===== src/rtl/pix_pkg.sv =====
// Summary of operation
// - Manual analog gain accepts 0 to 680 steps; a variant limits it to 670.
// - Writing gain never changes the black-level offset value.
// - Black level spans zero to plus sixteen gray values at 8-bit depth; the absolute register input abs_offset_i is applied unclamped.
// - Black level resolves in steps of 1/64 LSB at 8-bit depth.
// - Black-level control sits in the feature register at offset 800h.
// - Bit 0 reads one; bit 1 selects the absolute register over the value field.
// - Writing one to bit 5 starts one-push; reads one while busy.
// - Bit 6 switches the offset on or off and reads back its state.
// - Bit 7 selects manual or automatic and reads back the active mode.
// - Value field writes are ignored in automatic or off state.
// - Horizontal mirror reverses pixel order within each line.
// - Mirror pivots on the field-of-view centre and combines with other functions.
// - Raw colour order is R-G-G-B unmirrored and G-R-B-G mirrored.
// - Shading multiplies each pixel by 1 to 2 in 1/256 steps.
// - Shading runs on full horizontal resolution; horizontal binning comes after.
// - Vertical binning, sub-sampling and mirror come before shading.
// - Shading in scalable full-resolution 8-bit mode only up to the 400 Mbit/s tier.
// - Shading data may be generated internally or downloaded.
// - A generated reference can be read back by the host or kept inside.
// - Generation averages frames, finds the brightest pixel, computes each factor; with gen_frames_log2_i at 0 the peak search is skipped.
package pix_pkg;

    // ----------------
    // Register map and field layout
    // ----------------
    localparam logic [31:0] BLACK_LEVEL_FEATURE_CONTROL_ADDR = 32'hf0f00800;
    localparam int          PRESENCE_BIT   = 0;
    localparam int          ABS_BIT        = 1;
    localparam int          ONE_PUSH_BIT   = 5;
    localparam int          ON_OFF_BIT     = 6;
    localparam int          AUTO_BIT       = 7;
    localparam int          VALUE_LSB      = 0;
    localparam int          VALUE_W        = 12;
    localparam logic [11:0] OFFSET_MAX     = 12'h400;   // 16 gray values * 64 steps.
    localparam logic [11:0] OFFSET_RESET   = 12'h000;
    localparam logic        ON_RESET       = 1'b1;
    localparam logic        AUTO_RESET     = 1'b0;
    localparam logic        ABS_RESET      = 1'b0;
    localparam logic [9:0]  GAIN_MAX       = 10'h2a8;   // 680 steps.
    localparam logic [9:0]  GAIN_MAX_SMALL = 10'h29e;   // 670 steps.
    localparam logic [9:0]  GAIN_RESET     = 10'h000;
    localparam int          OFFSET_FRAC    = 6;         // 1/64 LSB at 8 bit.
    localparam int          SHADE_FRAC     = 8;         // 1/256 multiplier step.
    localparam int          ONE_PUSH_CYCLES = 16;

    // ----------------
    // Carriers and enumerations
    // ----------------
    typedef struct packed {
        logic [7:0] data;
        logic       sol;
        logic       eol;
        logic       sof;
    } pixel_t;

    typedef enum logic [1:0] {
        BAYER_RGGB,
        BAYER_GRBG
    } bayer_t;

    typedef enum {
        GEN_IDLE,
        GEN_ACCUM,
        GEN_FACTOR
    } gen_state_t;

endpackage : pix_pkg


===== src/rtl/skid_buffer.sv =====
`timescale 1ns/10ps
module skid_buffer
    import pix_pkg::*;
(
    input  wire logic   clock_i,
    input  wire logic   rst_i,
    input  wire logic   ce_i,
    input  wire logic   in_valid_i,
    output logic        in_ready_o,
    input  wire pixel_t in_data_i,
    output logic        out_valid_o,
    input  wire logic   out_ready_i,
    output pixel_t      out_data_o
);

    // ----------------
    // Two-entry storage
    // ----------------
    pixel_t     mem_q [2];
    logic       wr_q;
    logic       rd_q;
    logic [1:0] cnt_q;
    logic       push;
    logic       pop;

    // Handshakes are combinational; a full buffer stalls the upstream stage.
    assign in_ready_o  = (cnt_q != 2'd2);
    assign out_valid_o = (cnt_q != 2'd0);
    assign out_data_o  = mem_q[rd_q];
    assign push        = ce_i && in_valid_i && in_ready_o;
    assign pop         = ce_i && out_valid_o && out_ready_i;

    // Pointers and occupancy count.
    always_ff @(posedge clock_i) begin
        if (rst_i) begin
            wr_q  <= 1'b0;
            rd_q  <= 1'b0;
            cnt_q <= 2'd0;
        end else begin
            if (push) begin
                wr_q <= ~wr_q;
            end
            if (pop) begin
                rd_q <= ~rd_q;
            end
            cnt_q <= cnt_q + {1'b0, push} - {1'b0, pop};
        end
    end

    // Data storage needs no reset; valid flags guard it.
    always_ff @(posedge clock_i) begin
        if (push) begin
            mem_q[wr_q] <= in_data_i;
        end
    end

endmodule : skid_buffer


===== src/rtl/pixel_offset_mirror_shading.sv =====
`timescale 1ns/10ps
module pixel_offset_mirror_shading
    import pix_pkg::*;
#(
    parameter int          LINE_MAX  = 64,
    parameter int          PIX_W     = $clog2(LINE_MAX),
    parameter int          FRAMES_W  = 3,
    parameter logic [9:0]  GAIN_LIMIT = GAIN_MAX
) (
    input  wire logic          clock_i,
    input  wire logic          rst_i,
    input  wire logic          ce_i,
    // Feature register access.
    input  wire logic          reg_wr_i,
    input  wire logic          reg_rd_i,
    input  wire logic [31:0]   reg_addr_i,
    input  wire logic [31:0]   reg_wdata_i,
    output logic [31:0]        reg_rdata_o,
    // Loose controls.
    input  wire logic          gain_wr_i,
    input  wire logic [9:0]    gain_i,
    output logic [9:0]         gain_o,
    input  wire logic [11:0]   abs_offset_i,
    input  wire logic          mirror_en_i,
    input  wire logic          color_raw_i,
    output bayer_t             bayer_o,
    input  wire logic          shade_en_i,
    input  wire logic          full_res_mode_i,
    input  wire logic          bus_above_s400_i,
    output logic               shade_active_o,
    input  wire logic          gen_start_i,
    input  wire logic [FRAMES_W-1:0] gen_frames_log2_i,
    output logic               gen_busy_o,
    input  wire logic          coef_wr_i,
    input  wire logic [PIX_W-1:0] coef_addr_i,
    input  wire logic [7:0]    coef_wdata_i,
    output logic [7:0]         coef_rdata_o,
    // Pixel stream in, full horizontal resolution.
    input  wire logic          pix_valid_i,
    output logic               pix_ready_o,
    input  wire pixel_t        pix_i,
    // Pixel stream out toward the formatter.
    output logic               out_valid_o,
    input  wire logic          out_ready_i,
    output pixel_t             out_o
);

    // ----------------
    // Feature register state
    // ----------------
    logic        abs_q;
    logic        on_q;
    logic        auto_q;
    logic        push_busy_q;
    logic [4:0]  push_cnt_q;
    logic [11:0] value_q;
    logic [9:0]  gain_q;
    logic        hit;
    logic [11:0] wvalue;

    assign hit    = (reg_addr_i == BLACK_LEVEL_FEATURE_CONTROL_ADDR);
    assign wvalue = (reg_wdata_i[VALUE_LSB +: VALUE_W] > OFFSET_MAX) ? OFFSET_MAX
                                                                    : reg_wdata_i[VALUE_LSB +: VALUE_W];

    // Control bits; flag n sits at bit 31 - n, clear of the value field.
    always_ff @(posedge clock_i) begin
        if (rst_i) begin
            abs_q  <= ABS_RESET;
            on_q   <= ON_RESET;
            auto_q <= AUTO_RESET;
        end else if (ce_i && reg_wr_i && hit) begin
            abs_q  <= reg_wdata_i[31 - ABS_BIT];
            on_q   <= reg_wdata_i[31 - ON_OFF_BIT];
            auto_q <= reg_wdata_i[31 - AUTO_BIT];
        end
    end

    // Value field; refused in automatic or off state, judged on the stored state.
    always_ff @(posedge clock_i) begin
        if (rst_i) begin
            value_q <= OFFSET_RESET;
        end else if (ce_i && reg_wr_i && hit && on_q && !auto_q) begin
            value_q <= wvalue;
        end
    end

    // One-push runs a fixed settle time; the start write wins over completion.
    always_ff @(posedge clock_i) begin
        if (rst_i) begin
            push_busy_q <= 1'b0;
            push_cnt_q  <= 5'd0;
        end else if (ce_i) begin
            if (reg_wr_i && hit && reg_wdata_i[31 - ONE_PUSH_BIT]) begin
                push_busy_q <= 1'b1;
                push_cnt_q  <= 5'(ONE_PUSH_CYCLES);
            end else if (push_busy_q) begin
                push_cnt_q  <= push_cnt_q - 5'd1;
                push_busy_q <= (push_cnt_q != 5'd1);
            end
        end
    end

    // Gain is its own register and never touches the offset.
    always_ff @(posedge clock_i) begin
        if (rst_i) begin
            gain_q <= GAIN_RESET;
        end else if (ce_i && gain_wr_i) begin
            gain_q <= (gain_i > GAIN_LIMIT) ? GAIN_LIMIT : gain_i;
        end
    end
    assign gain_o = gain_q;

    // Read data is registered; unmapped addresses read zero.
    always_ff @(posedge clock_i) begin
        if (rst_i) begin
            reg_rdata_o <= 32'h0000_0000;
        end else if (ce_i && reg_rd_i) begin
            reg_rdata_o <= 32'h0000_0000;
            if (hit) begin
                reg_rdata_o[31 - PRESENCE_BIT]    <= 1'b1;
                reg_rdata_o[31 - ABS_BIT]         <= abs_q;
                reg_rdata_o[31 - ONE_PUSH_BIT]    <= push_busy_q;
                reg_rdata_o[31 - ON_OFF_BIT]      <= on_q;
                reg_rdata_o[31 - AUTO_BIT]        <= auto_q;
                reg_rdata_o[VALUE_LSB +: VALUE_W] <= value_q;
            end
        end
    end

    // ----------------
    // Shared arithmetic
    // ----------------
    // Offset in 1/64 LSB, rounded and saturated at 8 bits.
    function automatic logic [7:0] add_offset(input logic [7:0] p, input logic [11:0] off);
        logic [15:0] s;
        s = {2'b00, p, 6'b0} + {4'b0, off} + 16'(1 << (OFFSET_FRAC - 1));
        return (s[15:14] != 2'b00) ? 8'hff : s[13:6];
    endfunction : add_offset

    // Multiply by 1 + c/256, rounded and saturated.
    function automatic logic [7:0] shade_mul(input logic [7:0] p, input logic [7:0] c);
        logic [17:0] m;
        m = 18'(p) * 18'({1'b1, c}) + 18'(1 << (SHADE_FRAC - 1));
        return (m[17:16] != 2'b00) ? 8'hff : m[15:8];
    endfunction : shade_mul

    // ----------------
    // Mirror line buffer: lines arrive already vertically processed
    // ----------------
    // A line is stored, then replayed forward or reversed; the ping-pong
    // pair lets the next line fill while the previous one drains.
    logic [7:0]       line_q [2][LINE_MAX];
    logic [PIX_W-1:0] len_q [2];
    logic [1:0]       full_q;
    logic             fsel_q;
    logic             dsel_q;
    logic [PIX_W-1:0] wpos_q;
    logic [PIX_W-1:0] rpos_q;
    logic             sof_q [2];
    logic             mir_q [2];
    logic             take;
    logic             emit;
    logic             buf_ready;
    pixel_t           mpix;

    assign pix_ready_o = !full_q[fsel_q];
    assign take        = ce_i && pix_valid_i && pix_ready_o;

    // Fill side.
    always_ff @(posedge clock_i) begin
        if (rst_i) begin
            fsel_q <= 1'b0;
            wpos_q <= '0;
        end else if (take) begin
            line_q[fsel_q][wpos_q] <= pix_i.data;
            if (pix_i.eol || wpos_q == PIX_W'(LINE_MAX - 1)) begin
                len_q[fsel_q] <= wpos_q;
                mir_q[fsel_q] <= mirror_en_i;
                fsel_q        <= ~fsel_q;
                wpos_q        <= '0;
            end else begin
                wpos_q <= wpos_q + 1'b1;
            end
            if (pix_i.sol) begin
                sof_q[fsel_q] <= pix_i.sof;
            end
        end
    end

    // Drain side reads left-to-right or right-to-left around the line centre.
    always_comb begin
        mpix.sol  = (rpos_q == '0);
        mpix.eol  = (rpos_q == len_q[dsel_q]);
        mpix.sof  = mpix.sol && sof_q[dsel_q];
        mpix.data = mir_q[dsel_q] ? line_q[dsel_q][len_q[dsel_q] - rpos_q]
                                  : line_q[dsel_q][rpos_q];
    end

    // ----------------
    // Offset and shading stage, full horizontal resolution
    // ----------------
    logic [7:0]  coef_q [LINE_MAX];
    logic        sh_valid_q;
    pixel_t      sh_q;
    logic        shade_ok;
    logic [11:0] eff_off;

    // Scalable full-resolution 8-bit mode above the 400 Mbit/s tier disables it.
    assign shade_ok       = shade_en_i && !(full_res_mode_i && bus_above_s400_i);
    assign shade_active_o = shade_ok;
    assign eff_off        = !on_q ? 12'h000 : (abs_q ? abs_offset_i : value_q);
    assign emit           = ce_i && full_q[dsel_q] && (!sh_valid_q || buf_ready);

    // Line occupancy; a finished fill and a finished drain may meet.
    always_ff @(posedge clock_i) begin
        if (rst_i) begin
            full_q <= 2'b00;
            dsel_q <= 1'b0;
            rpos_q <= '0;
        end else begin
            if (take && (pix_i.eol || wpos_q == PIX_W'(LINE_MAX - 1))) begin
                full_q[fsel_q] <= 1'b1;
            end
            if (emit) begin
                if (mpix.eol) begin
                    full_q[dsel_q] <= 1'b0;
                    dsel_q         <= ~dsel_q;
                    rpos_q         <= '0;
                end else begin
                    rpos_q <= rpos_q + 1'b1;
                end
            end
        end
    end

    // Shading after mirror, before any horizontal decimation downstream.
    always_ff @(posedge clock_i) begin
        if (rst_i) begin
            sh_valid_q <= 1'b0;
            sh_q       <= '0;
        end else if (ce_i) begin
            if (emit) begin
                sh_valid_q <= 1'b1;
                sh_q       <= mpix;
                sh_q.data  <= shade_ok ? shade_mul(add_offset(mpix.data, eff_off), coef_q[rpos_q])
                                       : add_offset(mpix.data, eff_off);
            end else if (buf_ready) begin
                sh_valid_q <= 1'b0;
            end
        end
    end

    // ----------------
    // Coefficient generation: average, find brightest, derive factors
    // ----------------
    gen_state_t       gen_q;
    logic [15:0]      acc_q [LINE_MAX];
    logic [7:0]       peak_q;
    logic [FRAMES_W+2:0] frm_q;
    logic [PIX_W-1:0] gi_q;
    logic             in_frame_q;
    logic [7:0]       mean;

    assign mean       = 8'(acc_q[gi_q] >> gen_frames_log2_i);
    assign gen_busy_o = (gen_q != GEN_IDLE);

    // Sequencer counts whole frames seen on the input, then sweeps factors.
    always_ff @(posedge clock_i) begin
        if (rst_i) begin
            gen_q      <= GEN_IDLE;
            frm_q      <= '0;
            gi_q       <= '0;
            peak_q     <= 8'h00;
            in_frame_q <= 1'b0;
        end else if (ce_i) begin
            case (gen_q)
                GEN_IDLE: begin
                    if (gen_start_i) begin
                        gen_q      <= GEN_ACCUM;
                        frm_q      <= '0;
                        in_frame_q <= 1'b0;
                        for (int i = 0; i < LINE_MAX; i++) begin
                            acc_q[i] <= 16'h0000;
                        end
                    end
                end
                GEN_ACCUM: begin
                    if (take && pix_i.sof) begin
                        if (in_frame_q) begin
                            frm_q <= frm_q + 1'b1;
                        end
                        in_frame_q <= 1'b1;
                        if (in_frame_q && frm_q + 1'b1 == (FRAMES_W + 3)'(1 << gen_frames_log2_i)) begin
                            gen_q  <= GEN_FACTOR;
                            gi_q   <= '0;
                            peak_q <= 8'h00;
                        end
                    end
                    if (take && (in_frame_q || pix_i.sof)) begin
                        acc_q[wpos_q] <= acc_q[wpos_q] + 16'(pix_i.data);
                    end
                end
                GEN_FACTOR: begin
                    // First pass finds the peak; second pass writes the factors. With gen_frames_log2_i at 0 only the write pass runs, against a zero peak.
                    if (!frm_q[0]) begin
                        if (mean > peak_q) begin
                            peak_q <= mean;
                        end
                    end
                    if (gi_q == PIX_W'(LINE_MAX - 1)) begin
                        gi_q  <= '0;
                        frm_q <= frm_q + 1'b1;
                        if (frm_q[0]) begin
                            gen_q <= GEN_IDLE;
                        end
                    end else begin
                        gi_q <= gi_q + 1'b1;
                    end
                end
                default: gen_q <= GEN_IDLE;
            endcase
        end
    end

    // Factors are held inside and can be read back or downloaded by the host.
    always_ff @(posedge clock_i) begin
        if (rst_i) begin
            for (int i = 0; i < LINE_MAX; i++) begin
                coef_q[i] <= 8'h00;
            end
        end else if (ce_i) begin
            if (gen_q == GEN_FACTOR && frm_q[0]) begin
                // Factor = peak/mean - 1 in 1/256; the peak pixel keeps zero.
                coef_q[gi_q] <= (mean == 8'h00 || (16'(peak_q) << 8) / 16'(mean) >= 16'h0200) ? 8'hff
                              : 8'(((16'(peak_q) << 8) / 16'(mean)) - 16'h0100);
            end else if (coef_wr_i && !gen_busy_o) begin
                coef_q[coef_addr_i] <= coef_wdata_i;
            end
        end
    end

    // Registered read-back of the reference.
    always_ff @(posedge clock_i) begin
        if (rst_i) begin
            coef_rdata_o <= 8'h00;
        end else if (ce_i) begin
            coef_rdata_o <= coef_q[coef_addr_i];
        end
    end

    // Bayer order reported for raw colour output.
    always_ff @(posedge clock_i) begin
        if (rst_i) begin
            bayer_o <= BAYER_RGGB;
        end else if (ce_i) begin
            bayer_o <= (color_raw_i && mirror_en_i) ? BAYER_GRBG : BAYER_RGGB;
        end
    end

    // ----------------
    // Output buffer absorbs receiver stalls without losing a pixel
    // ----------------
    skid_buffer u_out_buf (
        .clock_i     (clock_i),
        .rst_i       (rst_i),
        .ce_i        (ce_i),
        .in_valid_i  (sh_valid_q),
        .in_ready_o  (buf_ready),
        .in_data_i   (sh_q),
        .out_valid_o (out_valid_o),
        .out_ready_i (out_ready_i),
        .out_data_o  (out_o)
    );

endmodule : pixel_offset_mirror_shading


===== config.mk =====
export PLATFORM = sky130hd
export DESIGN_NAME = pixel_offset_mirror_shading
export DESIGN_NICKNAME = d
export VERILOG_FILES = /design/src/rtl/pix_pkg.sv /design/src/rtl/skid_buffer.sv /design/src/rtl/pixel_offset_mirror_shading.sv
export SDC_FILE = /design/constraint.sdc
export NUM_CORES = 2
export LEC_CHECK = 0
export ABC_CLOCK_PERIOD_IN_PS = 52800
export BUFFER_PORTS_ARGS = -buffer_cell sky130_fd_sc_hd__buf_2
export CAP_MARGIN = 20
export CORE_ASPECT_RATIO = 0.75
export CORE_MARGIN = 10
export CORE_UTILIZATION = 40
export CTS_BUF_LIST = sky130_fd_sc_hd__clkbuf_4 sky130_fd_sc_hd__clkbuf_8
export DETAILED_ROUTE_END_ITERATION = 7
export MAX_ROUTING_LAYER = met4
export PLACE_DENSITY_LB_ADDON = 0.12
export SYNTH_ARGS = -nofsm -noshare
export SYNTH_HDL_FRONTEND = slang
export SYNTH_SLANG_ARGS = --single-unit

===== constraint.sdc =====
create_clock -name clock_i -period 52.8 [get_ports clock_i]
set_input_delay 10.56 -clock clock_i [delete_from_list [all_inputs] [get_ports clock_i]]
set_output_delay 10.56 -clock clock_i [all_outputs]
set_load 0.01 [all_outputs]

Yosys cells after proc, flatten, opt, wreduce, memory -nomap -nowiden
Memories as Yosys holds them, arrays and structs flattened. A register that Yosys moved wholly into a read port is not among the register bits.
Index checks and enable logic that the tools add are counted.
{"block": "word_totals", "regBits": 135, "latchBits": 0, "mem_bits_rw": 2598, "rom_bits": 0, "inputBits": 129, "output_inout_bits": 67, "elab_cells": 277, "n_memories": 7}
{"block": "op_classes", "add_sub_neg": 13, "multipliers": 1, "n_div": 1, "magnitude_cmp": 12, "n_eq_ne": 18, "shift": 2, "muxes": 123, "bitwise_logic": 10, "n_reduce_logical": 63}
{"name": "acc_q", "words": 64, "word_bits": 16, "rd": 2, "rd_ports_with_merged_regs": 2, "wr": 64, "line": "pixel_offset_mirror_shading.sv:257", "rtl": "logic [15:0] acc_q [LINE_MAX];"}
{"name": "line_q", "words": 2, "word_bits": 512, "rd": 1, "rd_ports_with_merged_regs": 1, "wr": 1, "line": "pixel_offset_mirror_shading.sv:152", "rtl": "logic [7:0] line_q [2][LINE_MAX];"}
{"name": "coef_q", "words": 64, "word_bits": 8, "rd": 2, "rd_ports_with_merged_regs": 2, "wr": 64, "line": "pixel_offset_mirror_shading.sv:202", "rtl": "logic [7:0] coef_q [LINE_MAX];"}
{"name": "u_out_buf.mem_q", "words": 2, "word_bits": 11, "rd": 1, "rd_ports_with_merged_regs": 1, "wr": 1, "line": "skid_buffer.sv:19", "rtl": "pixel_t mem_q [2];"}
{"name": "len_q", "words": 2, "word_bits": 6, "rd": 1, "rd_ports_with_merged_regs": 1, "wr": 1, "line": "pixel_offset_mirror_shading.sv:153", "rtl": "logic [PIX_W-1:0] len_q [2];"}
{"name": "mir_q", "words": 2, "word_bits": 1, "rd": 1, "rd_ports_with_merged_regs": 1, "wr": 1, "line": "pixel_offset_mirror_shading.sv:160", "rtl": "logic mir_q [2];"}
{"name": "+1 memories"}
{"op": "2-to-1 mux 512 bit", "count": 1}
{"op": "2-to-1 mux 32 bit", "count": 5}
{"op": "2-to-1 mux 8 bit", "count": 16}
{"op": "2-to-1 mux 6 bit", "count": 18}
{"op": "binary-select mux 8 bit (select 6 bit)", "count": 2}
{"op": "case mux 32 bit (3 select lines)", "count": 1}
{"op": "2-to-1 mux 1 bit", "count": 59}
{"op": "demux 8 bit (select 6 bit)", "count": 1}
{"op": "2-to-1 mux 12 bit", "count": 4}
{"op": "== test 32 x 1 -> 1 bit (second input constant)", "count": 1}
{"op": "== test 32 x 2 -> 1 bit (second input constant)", "count": 1}
{"op": "== test 32 x 3 -> 1 bit (second input constant)", "count": 1}
{"op": "== test 32 bit (second input constant)", "count": 1}
{"op": "zero test 32 bit", "count": 1}
{"op": "nonzero test 32 bit", "count": 1}
{"op": "logical AND 1 bit", "count": 29}
{"op": "adder 6 x 1 -> 6 bit (second input constant)", "count": 4}
{"op": "greater-or-equal comparator 7 bit (second input constant)", "count": 3}
{"op": "NOT 6 -> 7 bit", "count": 3}
{"op": "adder 17 x 8 -> 18 bit (second input constant)", "count": 1}
{"op": "inequality test 2 bit (second input constant)", "count": 9}
{"op": "case mux 6 bit (3 select lines)", "count": 1}
{"op": "AND reduction 6 bit", "count": 3}
{"op": "multiplier 8 x 9 -> 17 bit", "count": 1}
{"op": "44 further kinds", "count": 76}

Depth between registers and ports, before layout
{"block": "depth", "depth_word": 15, "mapped_depth": 182, "depth_no_buf": 166}

Modules after synthesis
From an unflattened synthesis, not the netlist that was laid out.
{"block": "unflattened", "cells_unflattened": 9625, "hier_area_um2": 140584.8}
{"mod": "pixel_offset_mirror_shading", "n_inst": 1, "cells_each": 9565, "area_each_um2": 139543.8, "seq_area_each_um2": 77974.8}
{"mod": "skid_buffer", "n_inst": 1, "cells_each": 60, "area_each_um2": 1041.0, "seq_area_each_um2": 760.7}

Least setup slack after synthesis
Ideal clock, no wire load.
{"block": "synth_timing", "path_kind": "in2reg", "from": "in gen_frames_log2_i[1]", "to": "mem coef_q[13][0] (data pin)", "setup_time_ns": 0.262, "t_arrival_ns": 42.524, "required_ns": 52.538, "path_slack_ns": 10.014, "path_stages": 165, "n_path_buf": 14, "cell_sequence": "clkbuf_1 clkbuf_1 nor2_1 o21ai_0 o21ai_0 nor4b_4 clkbuf_1 buf_1 ha_1 a31oi_1 ha_1 or3_1 and3_1 a21oi_1 o31a_1 a21oi_1 ha_1 o21ai_0 [... 129 more ...] nor2b_1 o21a_1 nor2_1 and3_1 nand4_1 clkbuf_1 nor2_1 a21oi_1 ha_1 a21o_1 a21o_1 a21oi_1 nand3_1 a2111oi_4 nand4_2 a32oi_4 buf_6 nor2_2"}
{"item": "start, declared", "line": "pixel_offset_mirror_shading.sv:32", "rtl": "input wire logic [FRAMES_W-1:0] gen_frames_log2_i,"}
{"item": "end, declared", "line": "pixel_offset_mirror_shading.sv:202"}

==> flow_metrics.py <==
metrics = {
    "outcome": {
        "outcome": "finished, final reports clean",
    },
    "synthesis": {
        "yosysMostFrequentCell": "edfxtp_1",
        "yosys-top-cells-area": "edfxtp_1, mux4_2, nor2_1",
        "synth_commonest_cells": "edfxtp_1, nor2_1, mux4_2",
        "netlist.area_leader.share_pct": 54.2,
        "synth_top_area_cell": "edfxtp_1",
        "synth-edff-count": 2534,
        "netlist-cell-type-count": 105,
        "synthCells": 9622,
        "synth_area_mm2": 0.140,
        "ys_ff_latch": 2666,
        "syn_area_per_cell_um2": 14.6,
        "ys_seq_area_share_pct": 56.0,
        "synthArstFlopShare_pct": 0,
        "yosys_warnings": 0,
        "synth_ff_type": "edfxtp_1",
    },
    "setup_path": {
        "crit_required_ns": 53.68,
        "criticalPathCategory": "in -> reg",
        "critPathMaxStageDelay_ns": 0.74,
        "worstPathMaxFanout": 40,
        "cp_common_cell": "o21ai_0",
        "start_kind": "input pin",
        "cp.arrival_ns": 49.57,
        "slowest_stage": "buf_4",
        "end_kind": "flip-flop",
    },
    "detailed_routing": {
        "ant_nets": 0,
        "wirelength_um": 497000,
        "drt_iter0_markers": 12600,
        "viasPerCell": 6.30,
        "drc": 0,
        "wl_per_cell_um": 33.5,
        "dr.pass1.iters": 8,
        "dr_total_vias": 93300,
    },
    "placement": {
        "place_inst": 14000,
        "hpwl_um": 328000,
        "place.gp.congestion": 0.911,
        "io_buffer_count": 158,
    },
    "timing": {
        "max_slew_margin_pct": 4.09,
        "worst_pin_slew_ns": 1.43,
        "drv_slew": 0,
        "fmax_mhz": 20.5,
        "fin_skew_ns": 0.135,
        "min_period_ns": 48.70,
        "whs_ns": 0.452,
        "hold_violations": 0,
        "setup_viol": 0,
        "post-route-period-util_pct": 92.2,
        "finalSetupTns_ns": 0,
        "grt_setup_unrepaired": "no",
    },
    "global_route": {
        "antenna_found_initial": 28,
        "grt_usage_pct": 26.3,
        "grt_pass1_wl_um": 701000,
        "grt_max_degree": 109,
        "grt_pass1_vias": 91600,
        "overflow": 0,
    },
    "power": {
        "seq_power_share_pct": 29.3,
        "leakagePower_nw": 50.3,
        "p_comb_share_pct": 48.3,
        "p_clk_share_pct": 22.3,
        "power_w": 0.00829,
        "peakVddDrop_mv": 0.308,
        "p_switching_w": 0.00358,
        "powerDensity_mw_per_mm2": 53.2,
        "p_int_w": 0.00471,
        "switching_share_pct": 43.2,
    },
    "floorplan": {
        "die_w_um": 704,
        "die-area_mm2": 0.376,
        "die_y_um": 533,
        "start_util_pct": 40.2,
        "core_area_mm2": 0.350,
        "placement_rows": 188,
        "ioPinCount": 196,
    },
    "layout": {
        "syn2layout_area_growth_pct": 10.9,
        "stdcell_count": 14800,
        "nets": 10100,
        "post-route-util_pct": 44.6,
        "drive_gt1_share_pct": 26.7,
    },
    "clocking": {
        "cts_buffers": 439,
        "cts_root_buffer": "clkbuf_8",
        "clock_path_buffers": 4,
        "cts_tree": "yes",
        "hold_buffers": 0,
        "htreeDepth": 5,
        "cts_setup_buffers": 0,
        "cts.sinks": 2666,
        "clk_pin_slew_worst_paths_ns": 0.06,
        "cts_resized": 0,
        "clkLatencyLatePin_ns": 1.21,
    },
    "flow_run": {
        "maxCapViolCount": 0,
    },
    "min_path": {
        "hp-class": "reg -> reg",
    },
}
## cell families (layout without fill, tap and decap cells)
| kind of cell | Yosys count | after routing | share of synthesized area (%) |
|---|---|---|---|
| AO/OA/AOI/OAI | 1017 | 1017 | 4.98 |
| adder cells (fa/ha/maj) | 222 | 222 | 2.22 |
| other | 1 | 39 | 0.00267 |
| buffers and inverters | 888 | 1389 | 2.68 |
| XOR/XNOR | 91 | 91 | 0.567 |
| flip-flops | 2666 | 2666 | 56.0 |
| multiplexers | 1846 | 1846 | 24.7 |
| AND/OR/NAND/NOR | 2891 | 2891 | 8.82 |
## state kept, by name, indices dropped and copies added (netlist names), 8 cells and up, named ones only
register         count
coef_q             512
value_q             12
gain_o              10
len_q               12
line_q            1024
u_out_buf.mem_q     22
coef_rdata_o         8
reg_rdata_o         17
peak_q               8
acc_q              960
sh_q                11
## power groups by stage
| stage | registers (W) | logic [W] | clock network, W |
|---|---|---|---|
| after floorplan | 0.00245 | 0.00294 | 0 |
| after global placement | 0.00247 | 0.00396 | 0 |
| after detailed placement | 0.00247 | 0.00397 | 0 |
| after CTS | 0.00243 | 0.00399 | 0.00187 |
| after global routing | 0.00244 | 0.00438 | 0.00197 |
| final | 0.00243 | 0.00400 | 0.00185 |
## critical path: cells and delay by family
kind / cells / cell delay, ns
compound gates: 87 / 18.02
fa+ha+maj: 15 / 4.98
buf+inv: 8 / 2.75
mux: 6 / 1.74
simple gates: 49 / 11.35
## final timing paths
| kind | slack [ns] | depth (start not counted) | to | from |
|---|---|---|---|---|
| setup reg to reg | 10.11 | 166 | coef_q[18][0] | flip-flop |
| hold reg to reg | 0.45 | 2 | reg_rdata_o[3] | reg_rdata_o[3] |
| setup / recovery | 4.10 | 165 | coef_q[18][0] | gen_frames_log2_i[0] |
| hold / removal | 0.45 | 2 | reg_rdata_o[3] | reg_rdata_o[3] |
## cell type report
| type | count | area [um^2] |
|---|---|---|
| timing repair buffer | 447 | 3490 |
| clock inverter | 169 | 982 |
| inverter | 142 | 534 |
| clock buffer | 631 | 7660 |
| fill | 31000 | 194000 |
| sequential | 2666 | 78800 |
| antenna | 23 | 57.6 |
| multi-input combinational | 6083 | 58500 |
| tap | 4655 | 5820 |
## layout by cell type (no fill, tap or decap), types with 43 or more instances in the layout
master,instances
nand3_1,116
a221oi_1,75
mux4_2,1288
dfxtp_1,115
a21oi_1,248
nor2_1,1793
ha_1,176
nor2_2,64
nor2b_1,61
o21ai_0,126
clkinv_2,49
mux2_2,70
clkinv_1,92
o21a_1,50
fa_1,43
nand2b_1,106
clkbuf_4,164
inv_1,133
buf_2,147
xnor2_1,47
buf_4,242
nand2_1,446
edfxtp_1,2534
a22oi_1,180
nor3_1,76
clkbuf_8,471
mux2i_1,486
## through the flow
stage | setup WS [ns] | cell area, um^2
2_1_floorplan | 10.01 | 141000
4_1_cts | 4.63 | 156000
3_3_place_gp | 3.48 | 146000
5_1_grt | 0.672 | 156000
6_report | 4.10 | 156000
3_5_place_dp | 3.48 | 147000
## metal layers
layer | vias to the layer above | share of wire [%] | global-route usage (%)
met5 | - | 0 | -
met4 | 0 | 3.3 | 8.10
met3 | 832 | 11 | 6.54
met2 | 5267 | 43 | 37.4
met1 | 49000 | 43 | 37.3
li1 | 38200 | - | -
No activity file was read; power rests on OpenSTA's default activity.
